**src/pkg/skip_exec_pkg.sv**
```systemverilog
/*
  Constants, types and register map for the bit-test/skip, AND-with-file
  and watchdog-clear execution unit.
  Assumes a core that presents one decoded instruction per cycle.
*/
package skip_exec_pkg;

  // ==========================================================
  // Instruction fields
  // ==========================================================
  localparam int FADDR_W = 7;
  localparam int BIDX_W = 3;
  localparam int DATA_W = 8;
  localparam logic [DATA_W-1:0] BYTE_ZERO = 8'h00;
  localparam int PRESC_W = 16;
  localparam logic [PRESC_W-1:0] PRESC_ZERO = 16'h0000;
  localparam logic [PRESC_W-1:0] PRESC_LAST = 16'hFFFF;
  localparam logic [DATA_W-1:0] WDOG_LAST = 8'hFF;

  typedef enum logic [2:0] {
    op_none,
    op_bit_test_skip_if_clear,
    op_bit_test_skip_if_set,
    op_and_accum_with_file,
    op_watchdog_clear_op,
    op_other
  } op_code_t;

  typedef struct packed {
    logic valid;
    op_code_t code;
    logic [FADDR_W-1:0] faddr;
    logic [BIDX_W-1:0] bidx;
    logic dest;
  } op_req_t;

  typedef struct packed {
    logic en;
    logic [FADDR_W-1:0] addr;
    logic [DATA_W-1:0] data;
  } file_wr_t;

  typedef enum logic {st_exec, st_skip} exec_state_t;

  // ==========================================================
  // Register map (byte addresses)
  // ==========================================================
  localparam logic [7:0] CTRL_OFS = 8'h00;
  localparam logic [7:0] STAT_OFS = 8'h04;
  localparam logic [7:0] ACCUM_OFS = 8'h08;
  localparam logic [7:0] WDOG_OFS = 8'h0C;
  localparam int CTRL_WDOG_EN_BIT = 0;
  localparam int STAT_ZERO_BIT = 0;
  localparam int STAT_EXPIRY_BIT = 1;
  localparam int STAT_SLEEP_BIT = 2;
  localparam int STAT_SKIP_BIT = 3;
  localparam logic [1:0] HTRANS_NONSEQ = 2'h2;
  localparam logic [1:0] HRESP_OKAY = 2'h0;

endpackage : skip_exec_pkg

```
**src/rtl/skip_exec_unit.sv**
```systemverilog
/*
  Execution unit for bit-test-and-skip, AND-with-file and watchdog clear,
  with its own watchdog counter and an AHB-Lite register slave.
  Assumes the register file answers file_rdata_in combinationally for
  file_raddr_out, and all core inputs share core_clk_in.
*/
// The AHB-Lite register port and the register offsets were left to the implementer.
`timescale 1ns/1ps
`default_nettype none

// Contract
// - Bit tests take a 7-bit file address and a 3-bit bit index.
// - Skip-if-clear with bit one: next instruction runs, no flag change.
// - Skip-if-clear with bit zero: next instruction becomes a no-op.
// - Skip-if-set skips on one, runs next instruction on zero.
// - AND accumulator with file; dest 0 to accumulator, 1 to file; zero flag.
// - Watchdog clear zeroes the watchdog counter and its prescaler.
// - Watchdog clear sets expiry and sleep-entry flags, nothing else.
module skip_exec_unit import skip_exec_pkg::*; (
  input wire logic core_clk_in,
  input wire logic reset_n_in,
  input wire logic ce_in,
  input wire op_req_t op_in,
  input wire logic [DATA_W-1:0] file_rdata_in,
  input wire logic sleep_req_in,
  output logic [FADDR_W-1:0] file_raddr_out,
  output file_wr_t file_wr_out,
  output logic discard_out,
  output logic timeout_out,
  input wire logic hsel_in,
  input wire logic [31:0] haddr_in,
  input wire logic [1:0] htrans_in,
  input wire logic hwrite_in,
  input wire logic [2:0] hsize_in,
  input wire logic [31:0] hwdata_in,
  input wire logic hready_in,
  output logic hreadyout_out,
  output logic [1:0] hresp_out,
  output logic [31:0] hrdata_out
);

  // ==========================================================
  // Core state
  // ==========================================================
  exec_state_t state_reg, state_next;
  logic [DATA_W-1:0] accum_reg, accum_next;
  logic zero_reg, zero_next;
  logic expiry_status_flag_reg, expiry_status_flag_next;
  logic sleep_entry_flag_reg, sleep_entry_flag_next;
  logic [PRESC_W-1:0] presc_reg, presc_next;
  logic [DATA_W-1:0] watchdog_counter_reg, watchdog_counter_next;
  logic timeout_reg, timeout_next;
  file_wr_t wr_reg, wr_next;
  logic wdog_en_reg, wdog_en_next;
  logic acc_wr_stb;
  logic [DATA_W-1:0] acc_wr_val;
  logic run, sel_bit, and_res_zero;
  logic [DATA_W-1:0] and_res;

  assign run = op_in.valid && (state_reg == st_exec);
  assign file_raddr_out = op_in.faddr;
  assign sel_bit = file_rdata_in[op_in.bidx];
  assign and_res = accum_reg & file_rdata_in;
  assign and_res_zero = (and_res == BYTE_ZERO);
  assign discard_out = (state_reg == st_skip);
  assign file_wr_out = wr_reg;
  assign timeout_out = timeout_reg;

  always_comb begin
    state_next = st_exec;
    accum_next = accum_reg;
    zero_next = zero_reg;
    expiry_status_flag_next = expiry_status_flag_reg;
    sleep_entry_flag_next = sleep_entry_flag_reg;
    presc_next = presc_reg;
    watchdog_counter_next = watchdog_counter_reg;
    timeout_next = 1'b0;
    wr_next = '0;
    if (acc_wr_stb) begin
      accum_next = acc_wr_val;
    end
    // Free-running watchdog; timeout drops the expiry flag
    if (wdog_en_reg) begin
      presc_next = presc_reg + 1'b1;
      if (presc_reg == PRESC_LAST) begin
        watchdog_counter_next = watchdog_counter_reg + 1'b1;
        if (watchdog_counter_reg == WDOG_LAST) begin
          timeout_next = 1'b1;
          expiry_status_flag_next = 1'b0;
        end
      end
    end
    if (sleep_req_in) begin
      sleep_entry_flag_next = 1'b0;
    end
    // Executed op comes last so its set wins over clears
    if (run) begin
      case (op_in.code)
        op_bit_test_skip_if_clear: begin
          if (!sel_bit) begin
            state_next = st_skip;
          end
        end
        op_bit_test_skip_if_set: begin
          if (sel_bit) begin
            state_next = st_skip;
          end
        end
        op_and_accum_with_file: begin
          zero_next = and_res_zero;
          if (op_in.dest) begin
            wr_next.en = 1'b1;
            wr_next.addr = op_in.faddr;
            wr_next.data = and_res;
          end else begin
            accum_next = and_res;
          end
        end
        op_watchdog_clear_op: begin
          presc_next = PRESC_ZERO;
          watchdog_counter_next = BYTE_ZERO;
          timeout_next = 1'b0;
          expiry_status_flag_next = 1'b1;
          sleep_entry_flag_next = 1'b1;
        end
        default: begin
          state_next = st_exec;
        end
      endcase
    end
  end

  // ==========================================================
  // AHB-Lite slave
  // ==========================================================
  logic dph_wr_reg, dph_wr_next;
  logic [7:0] dph_addr_reg, dph_addr_next;
  logic [31:0] rdata_reg, rdata_next;
  logic addr_ok;
  logic [31:0] stat_word;

  assign addr_ok = hsel_in && hready_in && (htrans_in == HTRANS_NONSEQ);
  assign hreadyout_out = ce_in;
  assign hresp_out = HRESP_OKAY;
  assign hrdata_out = rdata_reg;
  assign acc_wr_stb = dph_wr_reg && (dph_addr_reg == ACCUM_OFS);
  assign acc_wr_val = hwdata_in[DATA_W-1:0];

  always_comb begin
    stat_word = '0;
    stat_word[STAT_ZERO_BIT] = zero_reg;
    stat_word[STAT_EXPIRY_BIT] = expiry_status_flag_reg;
    stat_word[STAT_SLEEP_BIT] = sleep_entry_flag_reg;
    stat_word[STAT_SKIP_BIT] = discard_out;
  end

  always_comb begin
    dph_wr_next = addr_ok && hwrite_in;
    dph_addr_next = haddr_in[7:0];
    rdata_next = '0;
    if (dph_wr_reg && (dph_addr_reg == CTRL_OFS)) begin
      wdog_en_next = hwdata_in[CTRL_WDOG_EN_BIT];
    end else begin
      wdog_en_next = wdog_en_reg;
    end
    if (addr_ok && !hwrite_in && (haddr_in[31:8] == 24'h000000)) begin
      case (haddr_in[7:0])
        CTRL_OFS: rdata_next[CTRL_WDOG_EN_BIT] = wdog_en_reg;
        STAT_OFS: rdata_next = stat_word;
        ACCUM_OFS: rdata_next[DATA_W-1:0] = accum_reg;
        WDOG_OFS: rdata_next[DATA_W-1:0] = watchdog_counter_reg;
        default: rdata_next = '0;
      endcase
    end
    if (haddr_in[31:8] != 24'h000000) begin
      dph_addr_next = 8'hFF;
    end
  end

  // ==========================================================
  // Registers
  // ==========================================================
  always_ff @(posedge core_clk_in or negedge reset_n_in) begin
    if (!reset_n_in) begin
      state_reg <= st_exec;
      accum_reg <= BYTE_ZERO;
      zero_reg <= 1'b0;
      expiry_status_flag_reg <= 1'b1;
      sleep_entry_flag_reg <= 1'b1;
      presc_reg <= PRESC_ZERO;
      watchdog_counter_reg <= BYTE_ZERO;
      timeout_reg <= 1'b0;
      wr_reg <= '0;
      wdog_en_reg <= 1'b0;
      dph_wr_reg <= 1'b0;
      dph_addr_reg <= 8'h00;
      rdata_reg <= 32'h00000000;
    end else if (ce_in) begin
      state_reg <= state_next;
      accum_reg <= accum_next;
      zero_reg <= zero_next;
      expiry_status_flag_reg <= expiry_status_flag_next;
      sleep_entry_flag_reg <= sleep_entry_flag_next;
      presc_reg <= presc_next;
      watchdog_counter_reg <= watchdog_counter_next;
      timeout_reg <= timeout_next;
      wr_reg <= wr_next;
      wdog_en_reg <= wdog_en_next;
      dph_wr_reg <= dph_wr_next;
      dph_addr_reg <= dph_addr_next;
      rdata_reg <= rdata_next;
    end
  end
endmodule : skip_exec_unit

`default_nettype wire

```
**config.mk**
```make
export PLATFORM = sky130hd
export DESIGN_NAME = skip_exec_unit
export DESIGN_NICKNAME = d
export VERILOG_FILES = /design/src/pkg/skip_exec_pkg.sv /design/src/rtl/skip_exec_unit.sv
export SDC_FILE = /design/constraint.sdc
export NUM_CORES = 1
export LEC_CHECK = 0
export BUFFER_PORTS_ARGS = -buffer_cell sky130_fd_sc_hd__buf_2
export CORE_ASPECT_RATIO = 0.7
export CORE_MARGIN = 2
export CORE_UTILIZATION = 52
export CTS_CLUSTER_DIAMETER = 40
export DETAILED_ROUTE_END_ITERATION = 12
export GPL_TIMING_DRIVEN = 0
export PLACE_DENSITY = 0.9
export SETUP_SLACK_MARGIN = 0.2
export SYNTH_ARGS = -nofsm -noshare
export SYNTH_HDL_FRONTEND = slang
export SYNTH_SLANG_ARGS = --single-unit
```
**constraint.sdc**
```tcl
create_clock -name core_clk_in -period 4.6 [get_ports core_clk_in]
set_input_delay 0.69 -clock core_clk_in [delete_from_list [all_inputs] [get_ports core_clk_in]]
set_output_delay 0.69 -clock core_clk_in [all_outputs]
set_load 0.02 [all_outputs]
```
-- After elaboration in Yosys (flattened, before gate mapping)
Cells that the tools add are included.
- input port bits: 99
- flip-flop bits (word level): 95
- word-level logic and storage cells: 84
- output and inout bits: 60
- $lt $le $gt $ge: 1
- reduce and logical (&&, ||, !) cells: 16
- bitwise gates (word level): 2
- equal/unequal tests: 11
- multiplexer cells: 37
- $add $sub $neg: 2
- operators by type and width (cell ; count):
    $mux W16 ; 6
    $mux W8 ; 10
    $eq A8 B4 Y1 const B ; 3
    $logic_not A24 Y1 ; 1
    $logic_not A8 Y1 ; 3
    $reduce_bool A24 Y1 ; 1
    $pmux W7 S3 ; 1
    $mux W1 ; 17
    $add A16 B1 Y16 const B ; 1
    $eq A16 B16 Y1 const B ; 1
    $add A8 B1 Y8 const B ; 1
    $and A8 B8 Y8 ; 1
    $eq A8 B3 Y1 const B ; 1
    $eq A8 B8 Y1 const B ; 1
    $logic_and A1 B1 Y1 ; 8
    $eq A3 B2 Y1 const B ; 2
    $lt A3 B4 Y1 const B ; 1
    $pmux W1 S4 ; 1
    $bmux W1 S3 ; 1
    $eq A3 B1 Y1 const B ; 1
    $eq A3 B3 Y1 const B ; 1
    $reduce_and A3 Y1 ; 1
    $eq A2 B2 Y1 const B ; 1
    $pmux W1 S2 ; 1
    other kinds (3) ; 3

-- Logic depth before layout (Yosys ltp)
Gate-level depths: netlist of the first run.
- depth after elaboration: 6
- depth in mapped cells: 6
- depth with buffers taken out: 6

-- Worst setup path before layout of the first run
No wires, ideal clock.
- path kind: input to register
- from: in op_in[14] in the netlist's numbering
- to: reg accum_reg[0]
- stages: 5
- arrival: 1.849 ns
- setup slack: 2.625 ns
- path buffers: 1
- library setup time: 0.126 ns
- path through: nand2b_4 > or4_4 > buf_6 > a21o_1 > a221o_1
- longest elaborated chain between the ends: 2
- ends and longest elaborated chain (item ; line ; source):
    start, declared ; skip_exec_unit.sv:23 ; input wire op_req_t op_in,
    $logic_and A1 B1 Y1 ; skip_exec_unit.sv:60 ; assign run = op_in.valid && (state_reg == st_exec);
    $mux W8 ; skip_exec_unit.sv:97 ; if (run) begin
    end signal, assigned ; skip_exec_unit.sv:200 ; accum_reg <= accum_next;
    end, declared ; skip_exec_unit.sv:46 ; logic [DATA_W-1:0] accum_reg, accum_next;
No other way between the ends.
A chain may end at the register's enable or synchronous reset.

==> Implementation_results.wiki, run 1 <==
{| class="wikitable"
! Metric !! Value
|-
| Result of the run || finished clean
|-
| Terminus of the critical flop-to-flop path || watchdog_counter_reg[0]
|-
| Worst hold-check path type || input port to async pin
|-
| Global-route total usage across every layer || 26.3%
|-
| Buffers and inverters on the worst path || 4
|-
| Start of the worst register-to-register path || discard_out
|-
| DP Cell Count || 595
|-
| Cell Area, Synth || 3700 um2
|-
| Transition at the pin with the smallest max-transition slack || 1.16 ns
|-
| Standard cell core area || 6820 um2
|-
| Postcts setup bufs || 0
|-
| TritonCTS clock tree || yes
|-
| Synth Flop Type || sky130_fd_sc_hd__dfrtp_1
|-
| Path depth of the worst reg2reg path || 4
|-
| Number of global-route vias before repair || 3261
|-
| Highest net fanout along the worst path || 10
|-
| Part of the cycle the worst path needs || 50.0%
|-
| Shortest period the worst path allows || 2.30 ns
|-
| Fraction of final layout cells with drive strength greater than 1 || 33.8%
|-
| Ratio of routed vias to standard cells || 5.39
|-
| Kind of end point of the critical path || flop
|-
| Post-synthesis area per instance || 9.96 um2
|-
| Fill cell instance count of the final layout || 539
|-
| Number of diodes || 0
|-
| Average routed wire per standard cell || 16.1 um
|-
| Post-CTS Hold Buffers || 0
|-
| Termination of the worst setup path || watchdog_counter_reg[3]
|-
| Effective utilization at floorplan || 54.3%
|-
| Clk sinks || 71
|-
| Start point of the critical path || ce_in
|-
| Largest net degree at the start of global routing || 72
|-
| DPL Wire Length || 7520 um
|-
| Data arrival time at the worst-slack endpoint || 2.53 ns
|-
| Highest-delay cell along the critical path || sky130_fd_sc_hd__nor4_1
|-
| Initial antenna violation count || 0
|-
| Die footprint || 7820 um2
|-
| Synth Warn # || 0
|-
| Instance count of the mapped netlist || 372
|-
| Count of final hold-check violations || 0
|-
| Total Negative Setup Slacks || 0 ns
|-
| Count of cells resized by post-cts repair || 0
|-
| Post-layout power || 1340 uW
|-
| Maxcap violations || 0
|-
| DRC errors left || 0
|-
| Clock transition time at the flip-flop clock pins of the worst setup and hold paths || 0.08 ns
|-
| Worst VDD drop || 217 uV
|-
| Clock Root Buffer || sky130_fd_sc_hd__clkbuf_8
|-
| Die W || 105 um
|-
| Post-synthesis register bit count || 71
|-
| Ports || 159
|-
| Launching element type of the critical path || input port
|-
| Ys async rst share || 100%
|-
| Highest clock frequency the design can meet || 435 MHz
|-
| Drt first-iter violations || 235
|-
| Number of buffers created by CTS || 9
|-
| Number of H-tree levels || 3
|-
| Critical setup path kind || input port to flop
|-
| Number of buffers added on ports || 104
|-
| Vias || 3294
|-
| Most frequent cell on the critical path || sky130_fd_sc_hd__buf_2
|-
| Largest stage delay on the critical path || 0.63 ns
|-
| Tightest slew margin relative to the limit || 22.1%
|-
| Routability congestion estimate || 0.916
|-
| Minimum setup slack among reg-to-reg paths || 2.42 ns
|-
| Setup repair after global routing missed its margin || false
|-
| List of cells traversed by the critical path || buf_2 -> clkinv_1 -> nor4_1 -> clkbuf_1 -> buf_2 -> nor2_1
|-
| Worst Hold Slack || 0.440 ns
|-
| Post-synth EDFFs || 0
|-
| Number of pins with negative max-slew slack in the final report || 0
|-
| Number of core rows || 25
|-
| Post-route insts no fill || 611
|-
| Number of iterations in the first detailed-routing pass || 5
|-
| Leak Pwr || 0.00232 uW
|-
| Total number of nets in the final design || 613
|-
| Power density cells || 287 nW/um2
|-
| Number of buffers on the longest clock path || 2
|-
| Layout overhead on the synthesized area || 25.8%
|-
| Top Family by Delay on Critical Path || buffers and inverters
|-
| Total of endpoints with negative setup slack in the final report || 0
|-
| Post-synthesis sequential area ratio || 48.0%
|-
| Global-route wire length before repair || 15900 um
|-
| Antenna Nets Post-Route || 0
|-
| Data required time of the critical path || 4.83 ns
|-
| GRT overflow || 0
|-
| Logic depth of the worst setup path including buffers || 6
|-
| Routed wire length || 9810 um
|-
| Number of unique standard cell types used by synthesis || 53
|-
| Chip Height || 74.6 um
|-
| Layout Skew || 0.00773 ns
|-
| Clk Latency, worst-skew pair || 0.35 ns
|}
==> final cells by class <==
cell class	count	area (um2)	area share (%)
clock inverters	7	96.3	2.07
multi-input cells	276	1690	36.3
flip-flops and latches	71	1780	38.2
inverters	4	15.0	0.322
plain buffers	46	312	6.69
clock buffers	9	124	2.66
repair buffers	104	523	11.2
well taps	94	118	2.52
==> through the flow <==
stage	util [%]	area, um2	worst slack (ns)
after CTS	68.3	4660	2.38
after detailed placement	65.1	4440	2.03
after global routing	68.3	4660	2.25
after global placement	65.0	4440	2.08
after floorplan	-	3800	2.62
final	68.3	4660	2.30
==> worst reg2reg max path, stage by stage (launching register included) <==
cell                       delay (ns)
sky130_fd_sc_hd__dfrtp_1         0.40
sky130_fd_sc_hd__nand2b_4        0.16
sky130_fd_sc_hd__nor3_1          0.92
sky130_fd_sc_hd__o21ai_0         0.34
sky130_fd_sc_hd__a21o_1          0.25
==> how the worst min path moves through the flow <==
stage                               startpoint              endpoint  slack [ns]  cells past startpoint
after floorplan                     reset_n_in          accum_reg[0]        0.39                      0
after global placement    sleep_entry_flag_reg  sleep_entry_flag_reg        0.45                      2
after detailed placement        file_wr_out[1]        file_wr_out[1]        0.47                      1
after CTS                 sleep_entry_flag_reg  sleep_entry_flag_reg        0.48                      2
after global routing      sleep_entry_flag_reg  sleep_entry_flag_reg        0.49                      2
final                               reset_n_in         hrdata_out[4]        0.44                      1
==> layout by cell type, fill, tap and decap left out, types with 3 or more instances in the layout <==
cell                        netlist  final
sky130_fd_sc_hd__nor3_1           3      3
sky130_fd_sc_hd__nand2_1         44     44
sky130_fd_sc_hd__or3_1            3      3
sky130_fd_sc_hd__nor2_1          54     54
sky130_fd_sc_hd__nor4_1          10     10
sky130_fd_sc_hd__buf_2            3    106
sky130_fd_sc_hd__nand4_1          7      7
sky130_fd_sc_hd__xnor2_1          8      8
sky130_fd_sc_hd__nand4b_1         3      3
sky130_fd_sc_hd__xor2_1           8      8
sky130_fd_sc_hd__clkbuf_8         0      9
sky130_fd_sc_hd__mux2i_1          5      5
sky130_fd_sc_hd__o31ai_1          6      6
sky130_fd_sc_hd__mux4_2           3      3
sky130_fd_sc_hd__buf_1            3      3
sky130_fd_sc_hd__mux2_2           3      3
sky130_fd_sc_hd__dfrtp_1         69     69
sky130_fd_sc_hd__and4_1           3      3
sky130_fd_sc_hd__a22oi_1          3      3
sky130_fd_sc_hd__a21o_1           3      3
sky130_fd_sc_hd__a22o_1          10     10
sky130_fd_sc_hd__o21ai_0          7      7
sky130_fd_sc_hd__o2bb2ai_1       11     11
sky130_fd_sc_hd__conb_1           1     26
sky130_fd_sc_hd__clkbuf_1         5      5
sky130_fd_sc_hd__buf_4           34     35
sky130_fd_sc_hd__a221o_1          8      8
sky130_fd_sc_hd__a21oi_1         12     12
sky130_fd_sc_hd__nand3_1          6      6
sky130_fd_sc_hd__inv_1            3      3
==> cell usage after synthesis, types with 3 or more instances <==
library cell / count / area (um2)
sky130_fd_sc_hd__dfrtp_1: 69 / 1730
sky130_fd_sc_hd__nor2_1: 54 / 203
sky130_fd_sc_hd__nand2_1: 44 / 165
sky130_fd_sc_hd__buf_4: 34 / 255
sky130_fd_sc_hd__a21oi_1: 12 / 60.1
sky130_fd_sc_hd__o2bb2ai_1: 11 / 96.3
sky130_fd_sc_hd__a22o_1: 10 / 87.6
sky130_fd_sc_hd__nor4_1: 10 / 62.6
sky130_fd_sc_hd__a221o_1: 8 / 80.1
sky130_fd_sc_hd__xnor2_1: 8 / 70.1
sky130_fd_sc_hd__xor2_1: 8 / 70.1
sky130_fd_sc_hd__nand4_1: 7 / 43.8
sky130_fd_sc_hd__o21ai_0: 7 / 35.0
sky130_fd_sc_hd__nand3_1: 6 / 30.0
sky130_fd_sc_hd__o31ai_1: 6 / 45.0
sky130_fd_sc_hd__clkbuf_1: 5 / 18.8
sky130_fd_sc_hd__mux2i_1: 5 / 50.1
sky130_fd_sc_hd__a21o_1: 3 / 22.5
sky130_fd_sc_hd__a22oi_1: 3 / 22.5
sky130_fd_sc_hd__and4_1: 3 / 26.3
sky130_fd_sc_hd__buf_1: 3 / 11.3
sky130_fd_sc_hd__buf_2: 3 / 15.0
sky130_fd_sc_hd__inv_1: 3 / 11.3
sky130_fd_sc_hd__mux2_2: 3 / 33.8
sky130_fd_sc_hd__mux4_2: 3 / 67.6
sky130_fd_sc_hd__nand4b_1: 3 / 26.3
sky130_fd_sc_hd__nor3_1: 3 / 15.0
sky130_fd_sc_hd__or3_1: 3 / 18.8
==> report_power, final <==
part	total [uW]	internal, uW	switching [uW]
Clock	554	307	247
Sequential	636	632	4.34
Combinational	145	60.9	84.5
==> per-layer routing <==
| metal | part of all wire, % | global-route usage (%) | vias to the layer above |
|---|---|---|---|
| met5 | 0 | 0 | - |
| met4 | 0.75 | 6.81 | 0 |
| met3 | 8.5 | 8.23 | 7 |
| met2 | 47 | 43.9 | 140 |
| met1 | 43 | 34.2 | 1591 |
| li1 | - | - | 1556 |
==> cell families (layout without fill, tap and decap cells) <==
family | after synthesis | after routing | share of synthesized area (%)
and+or+nand+nor | 155 | 155 | 21.1
other | 1 | 26 | 0.101
xor gates and xnor gates | 16 | 16 | 3.78
DFF | 71 | 71 | 48.0
adders and majority gates | 2 | 2 | 0.676
AOI/OAI and AO/OA | 66 | 66 | 13.4
muxes | 11 | 11 | 4.09
buffers and inverters | 50 | 170 | 8.82
No activity file was read; power rests on OpenSTA's default activity.
==> inputs of run 2 (changes only) <==
--- a/config.mk
+++ b/config.mk
@@ -5,14 +5,15 @@
 export SDC_FILE = /design/constraint.sdc
 export NUM_CORES = 1
 export LEC_CHECK = 0
+export ABC_AREA = 1
 export BUFFER_PORTS_ARGS = -buffer_cell sky130_fd_sc_hd__buf_2
 export CORE_ASPECT_RATIO = 0.7
 export CORE_MARGIN = 2
-export CORE_UTILIZATION = 52
+export CORE_UTILIZATION = 45
 export CTS_CLUSTER_DIAMETER = 40
 export DETAILED_ROUTE_END_ITERATION = 12
 export GPL_TIMING_DRIVEN = 0
-export PLACE_DENSITY = 0.9
+export PLACE_DENSITY = 0.81
 export SETUP_SLACK_MARGIN = 0.2
 export SYNTH_ARGS = -nofsm -noshare
 export SYNTH_HDL_FRONTEND = slang
==> constraint.sdc (replaced) <==
create_clock -name core_clk_in -period 1.85 [get_ports core_clk_in]
set_input_delay 0.2775 -clock core_clk_in [delete_from_list [all_inputs] [get_ports core_clk_in]]
set_output_delay 0.2775 -clock core_clk_in [all_outputs]
set_load 0.02 [all_outputs]
==> Implementation_results.wiki, run 2 <==
{| class="wikitable"
! Metric !! Value
|-
| Launching element type of the critical path || flop
|-
| Critical setup path kind || flop to flop
|-
| Number of pins with negative max-slew slack in the final report || 0 (unchanged)
|-
| Largest stage delay on the critical path || 0.39 ns (-0.24 ns)
|-
| Layout overhead on the synthesized area || 29.9%
|-
| DPL Wire Length || 8290 um (+10%)
|-
| Average routed wire per standard cell || 13.4 um (-16%)
|-
| Total number of nets in the final design || 796 (+30%)
|-
| Ys async rst share || 100% (unchanged)
|-
| GRT met3 Usage || 5.16% (-3.1 points)
|-
| GRT overflow || 0 (unchanged)
|-
| Antenna Nets Post-Route || 0 (unchanged)
|-
| Initial antenna violation count || 0 (unchanged)
|-
| Global-route met2 utilization || 36.3% (-7.6 points)
|-
| Post-synthesis sequential area ratio || 42.9% (-5.1 points)
|-
| Highest clock frequency the design can meet || 634 MHz
|-
| Largest net degree at the start of global routing || 72 (unchanged)
|-
| Layout Skew || 0.00544 ns (-0.00229 ns)
|-
| Most frequent cell on the critical path || sky130_fd_sc_hd__nor2_4
|-
| Buffers and inverters on the worst path || 1 (-3)
|-
| Effective utilization at floorplan || 46.1% (-8.2 points)
|-
| Synth Flop Type || sky130_fd_sc_hd__dfrtp_1
|-
| Most used standard cell by instance count after synthesis || sky130_fd_sc_hd__nand2_1
|-
| TritonCTS clock tree || yes
|-
| Drt first-iter violations || 244 (+3.8%)
|-
| Post-synth EDFFs || 0 (unchanged)
|-
| List of most frequent post-synthesis cells || 134 x sky130_fd_sc_hd__nand2_1, 69 x sky130_fd_sc_hd__dfrtp_1, 58 x sky130_fd_sc_hd__nand3_1
|-
| Global-route total usage across every layer || 22.2% (-4.1 points)
|-
| Chip Height || 84.3 um (+13%)
|-
| Number of diodes || 0 (unchanged)
|-
| Leading cell types by total area after synthesis || sky130_fd_sc_hd__dfrtp_1 42%, sky130_fd_sc_hd__nand2_1 12%, sky130_fd_sc_hd__nand3_1 7.0%
|-
| List of cells traversed by the critical path || ha_2 -> inv_2 -> nor2_4 -> nand3_4 -> nor2_4 -> nand3_2 -> nand2_1 -> nor3b_2
|-
| Cell Area, Synth || 4150 um2 (+12%)
|-
| Synth Warn # || 0 (unchanged)
|-
| Result of the run || finished clean
|-
| Top-area cell type share of the netlist area || 41.7% (-5.0 points)
|-
| Shortest period the worst path allows || 1.58 ns
|-
| Ratio of routed vias to standard cells || 5.10 (-5.4%)
|-
| Post-synthesis register bit count || 71 (unchanged)
|-
| Data arrival time at the worst-slack endpoint || 1.82 ns (-0.71 ns)
|-
| Highest-delay cell along the critical path || sky130_fd_sc_hd__dfrtp_1
|-
| Die footprint || 10000 um2 (+28%)
|-
| Ports || 159 (unchanged)
|-
| Global-route wire length before repair || 17900 um (+13%)
|-
| Die W || 119 um (+13%)
|-
| Number of unique standard cell types used by synthesis || 39 (-26%)
|-
| Library cell occupying the most area in the post-synthesis netlist || sky130_fd_sc_hd__dfrtp_1
|-
| Clk Latency, worst-skew pair || 0.33 ns (-0.02 ns)
|-
| Clock Root Buffer || sky130_fd_sc_hd__clkbuf_16
|-
| Vias || 4202 (+28%)
|-
| Number of iterations in the first detailed-routing pass || 5 (unchanged)
|-
| Number of buffers created by CTS || 9 (unchanged)
|-
| Total of endpoints with negative setup slack in the final report || 0 (unchanged)
|-
| Power density cells || 901 nW/um2 (+210%)
|-
| Part of the cycle the worst path needs || 85.2%
|-
| Routed wire length || 11100 um (+13%)
|-
| Instance count of the mapped netlist || 544 (+46%)
|-
| Count of final hold-check violations || 0 (unchanged)
|-
| Highest net fanout along the worst path || 7 (-3)
|-
| Most common cell after layout, fill and taps aside || sky130_fd_sc_hd__nand2_1
|-
| Leak Pwr || 0.00290 uW (+25%)
|-
| Clk sinks || 71 (unchanged)
|-
| Fraction of final layout cells with drive strength greater than 1 || 29.6% (-4.3 points)
|-
| Data required time of the critical path || 2.10 ns (-2.73 ns)
|-
| Worst VDD drop || 589 uV (+170%)
|-
| Total Negative Setup Slacks || 0 ns (unchanged)
|-
| Most frequent cells in the layout || 132 x sky130_fd_sc_hd__nand2_1, 106 x sky130_fd_sc_hd__buf_2, 67 x sky130_fd_sc_hd__dfrtp_1
|-
| Number of buffers added on ports || 104 (unchanged)
|-
| Number of buffers on the longest clock path || 2 (unchanged)
|-
| Maxcap violations || 0 (unchanged)
|-
| Met1 capacity usage during global routing || 29.6% (-4.6 points)
|-
| Tightest slew margin relative to the limit || 39.9% (+18 points)
|-
| DRC errors left || 0 (unchanged)
|-
| Kind of end point of the critical path || flop
|-
| Worst hold-check path type || input port to async pin
|-
| Routability congestion estimate || 0.909 (-0.78%)
|-
| Transition at the pin with the smallest max-transition slack || 0.901 ns (-0.259 ns)
|-
| Setup repair after global routing missed its margin || true
|-
| Post-synthesis area per instance || 7.62 um2 (-23%)
|-
| GR peak layer || met2
|-
| Standard cell core area || 9000 um2 (+32%)
|-
| Core utilization of the finished layout || 59.9% (-8.5 points)
|-
| Number of H-tree levels || 3 (unchanged)
|-
| Number of core rows || 29 (+16%)
|-
| Top Family by Delay on Critical Path || simple AND/OR/NAND/NOR gates
|-
| Clock transition time at the flip-flop clock pins of the worst setup and hold paths || 0.06 ns (-0.02 ns)
|-
| Number of global-route vias before repair || 3810 (+17%)
|}
[run 2: layer usage]
layer	part of all wire (%)	routed length, um
met5	0	0
met1	42	4630
met4	1.1	126
met2	49	5460
met3	7.7	851
[run 2: cell type report]
| type | count | area, um2 |
|---|---|---|
| fillers | 850 | 3610 |
| plain buffers | 45 | 304 |
| clock inverters | 6 | 133 |
| multi-input cells | 397 | 1970 |
| repair buffers | 115 | 606 |
| inverters | 56 | 210 |
| well taps | 124 | 155 |
| clock buffers | 10 | 229 |
| flip-flops and latches | 71 | 1780 |
[run 2: path summary, 6_finish.rpt]
path / startpoint / end / slack (ns) / cells after the start
min in group core_clk_in: sleep_req_in / sleep_entry_flag_reg / 0.17 / 4
max in group asynchronous: reset_n_in / wdog_en_reg / 1.14 / 1
hold / removal: reset_n_in / presc_reg[14] / 0.07 / 1
setup reg to reg: presc_reg[0] / watchdog_counter_reg[3] / 0.27 / 8
hold reg to reg: hrdata_out[7] / hrdata_out[7] / 0.47 / 2
setup / recovery: presc_reg[0] / watchdog_counter_reg[3] / 0.27 / 8
[run 2: power breakdown]
group,internal (uW),switching [uW],total (uW)
registers,1740,157,1890
logic,343,527,870
clock network,1450,638,2090
[run 2: cells by family after synthesis]
group                    count (synthesis)  synth area share (%)
AND/OR/NAND/NOR                        298                  34.3
buffers and inverters                  101                  12.4
flip-flops                              71                  42.9
AO/OA/AOI/OAI                           70                  9.45
adder cells (fa/ha/maj)                  2                 0.604
multiplexers                             1                 0.272
other                                    1                0.0905
[run 2: repair_timing]
| action | CTS | global route |
|---|---|---|
| buffers inserted | 0 | 11 |
| endpoints found under the hold margin | 0 | 0 |
| gates resized for setup | 0 | 11 |
| endpoints found under the setup margin | 0 | 34 |
| hold buffers | 0 | 0 |
[run 2: worst reg2reg max path: stages (launching register included)]
cell and delay, ns:
sky130_fd_sc_hd__dfrtp_1 0.39, sky130_fd_sc_hd__ha_2 0.21, sky130_fd_sc_hd__inv_2 0.05, sky130_fd_sc_hd__nor2_4 0.15
sky130_fd_sc_hd__nand3_4 0.12, sky130_fd_sc_hd__nor2_4 0.21, sky130_fd_sc_hd__nand3_2 0.11, sky130_fd_sc_hd__nand2_1 0.07
sky130_fd_sc_hd__nor3b_2 0.18
[run 2: stage by stage]
step                      setup WS [ns]  power [uW]  cell area, um2  hold slack (ns)  cells
final                             0.274        4850            5390           0.0666    824
after global routing              0.142        5080            5390            0.138    824
after CTS                         0.221        4810            5280            0.108    813
after detailed placement          0.121        2710            4920            0.463    797
after global placement            0.105        2660            4910            0.457    797
after floorplan                   0.414        2430            4240          -0.0181    569
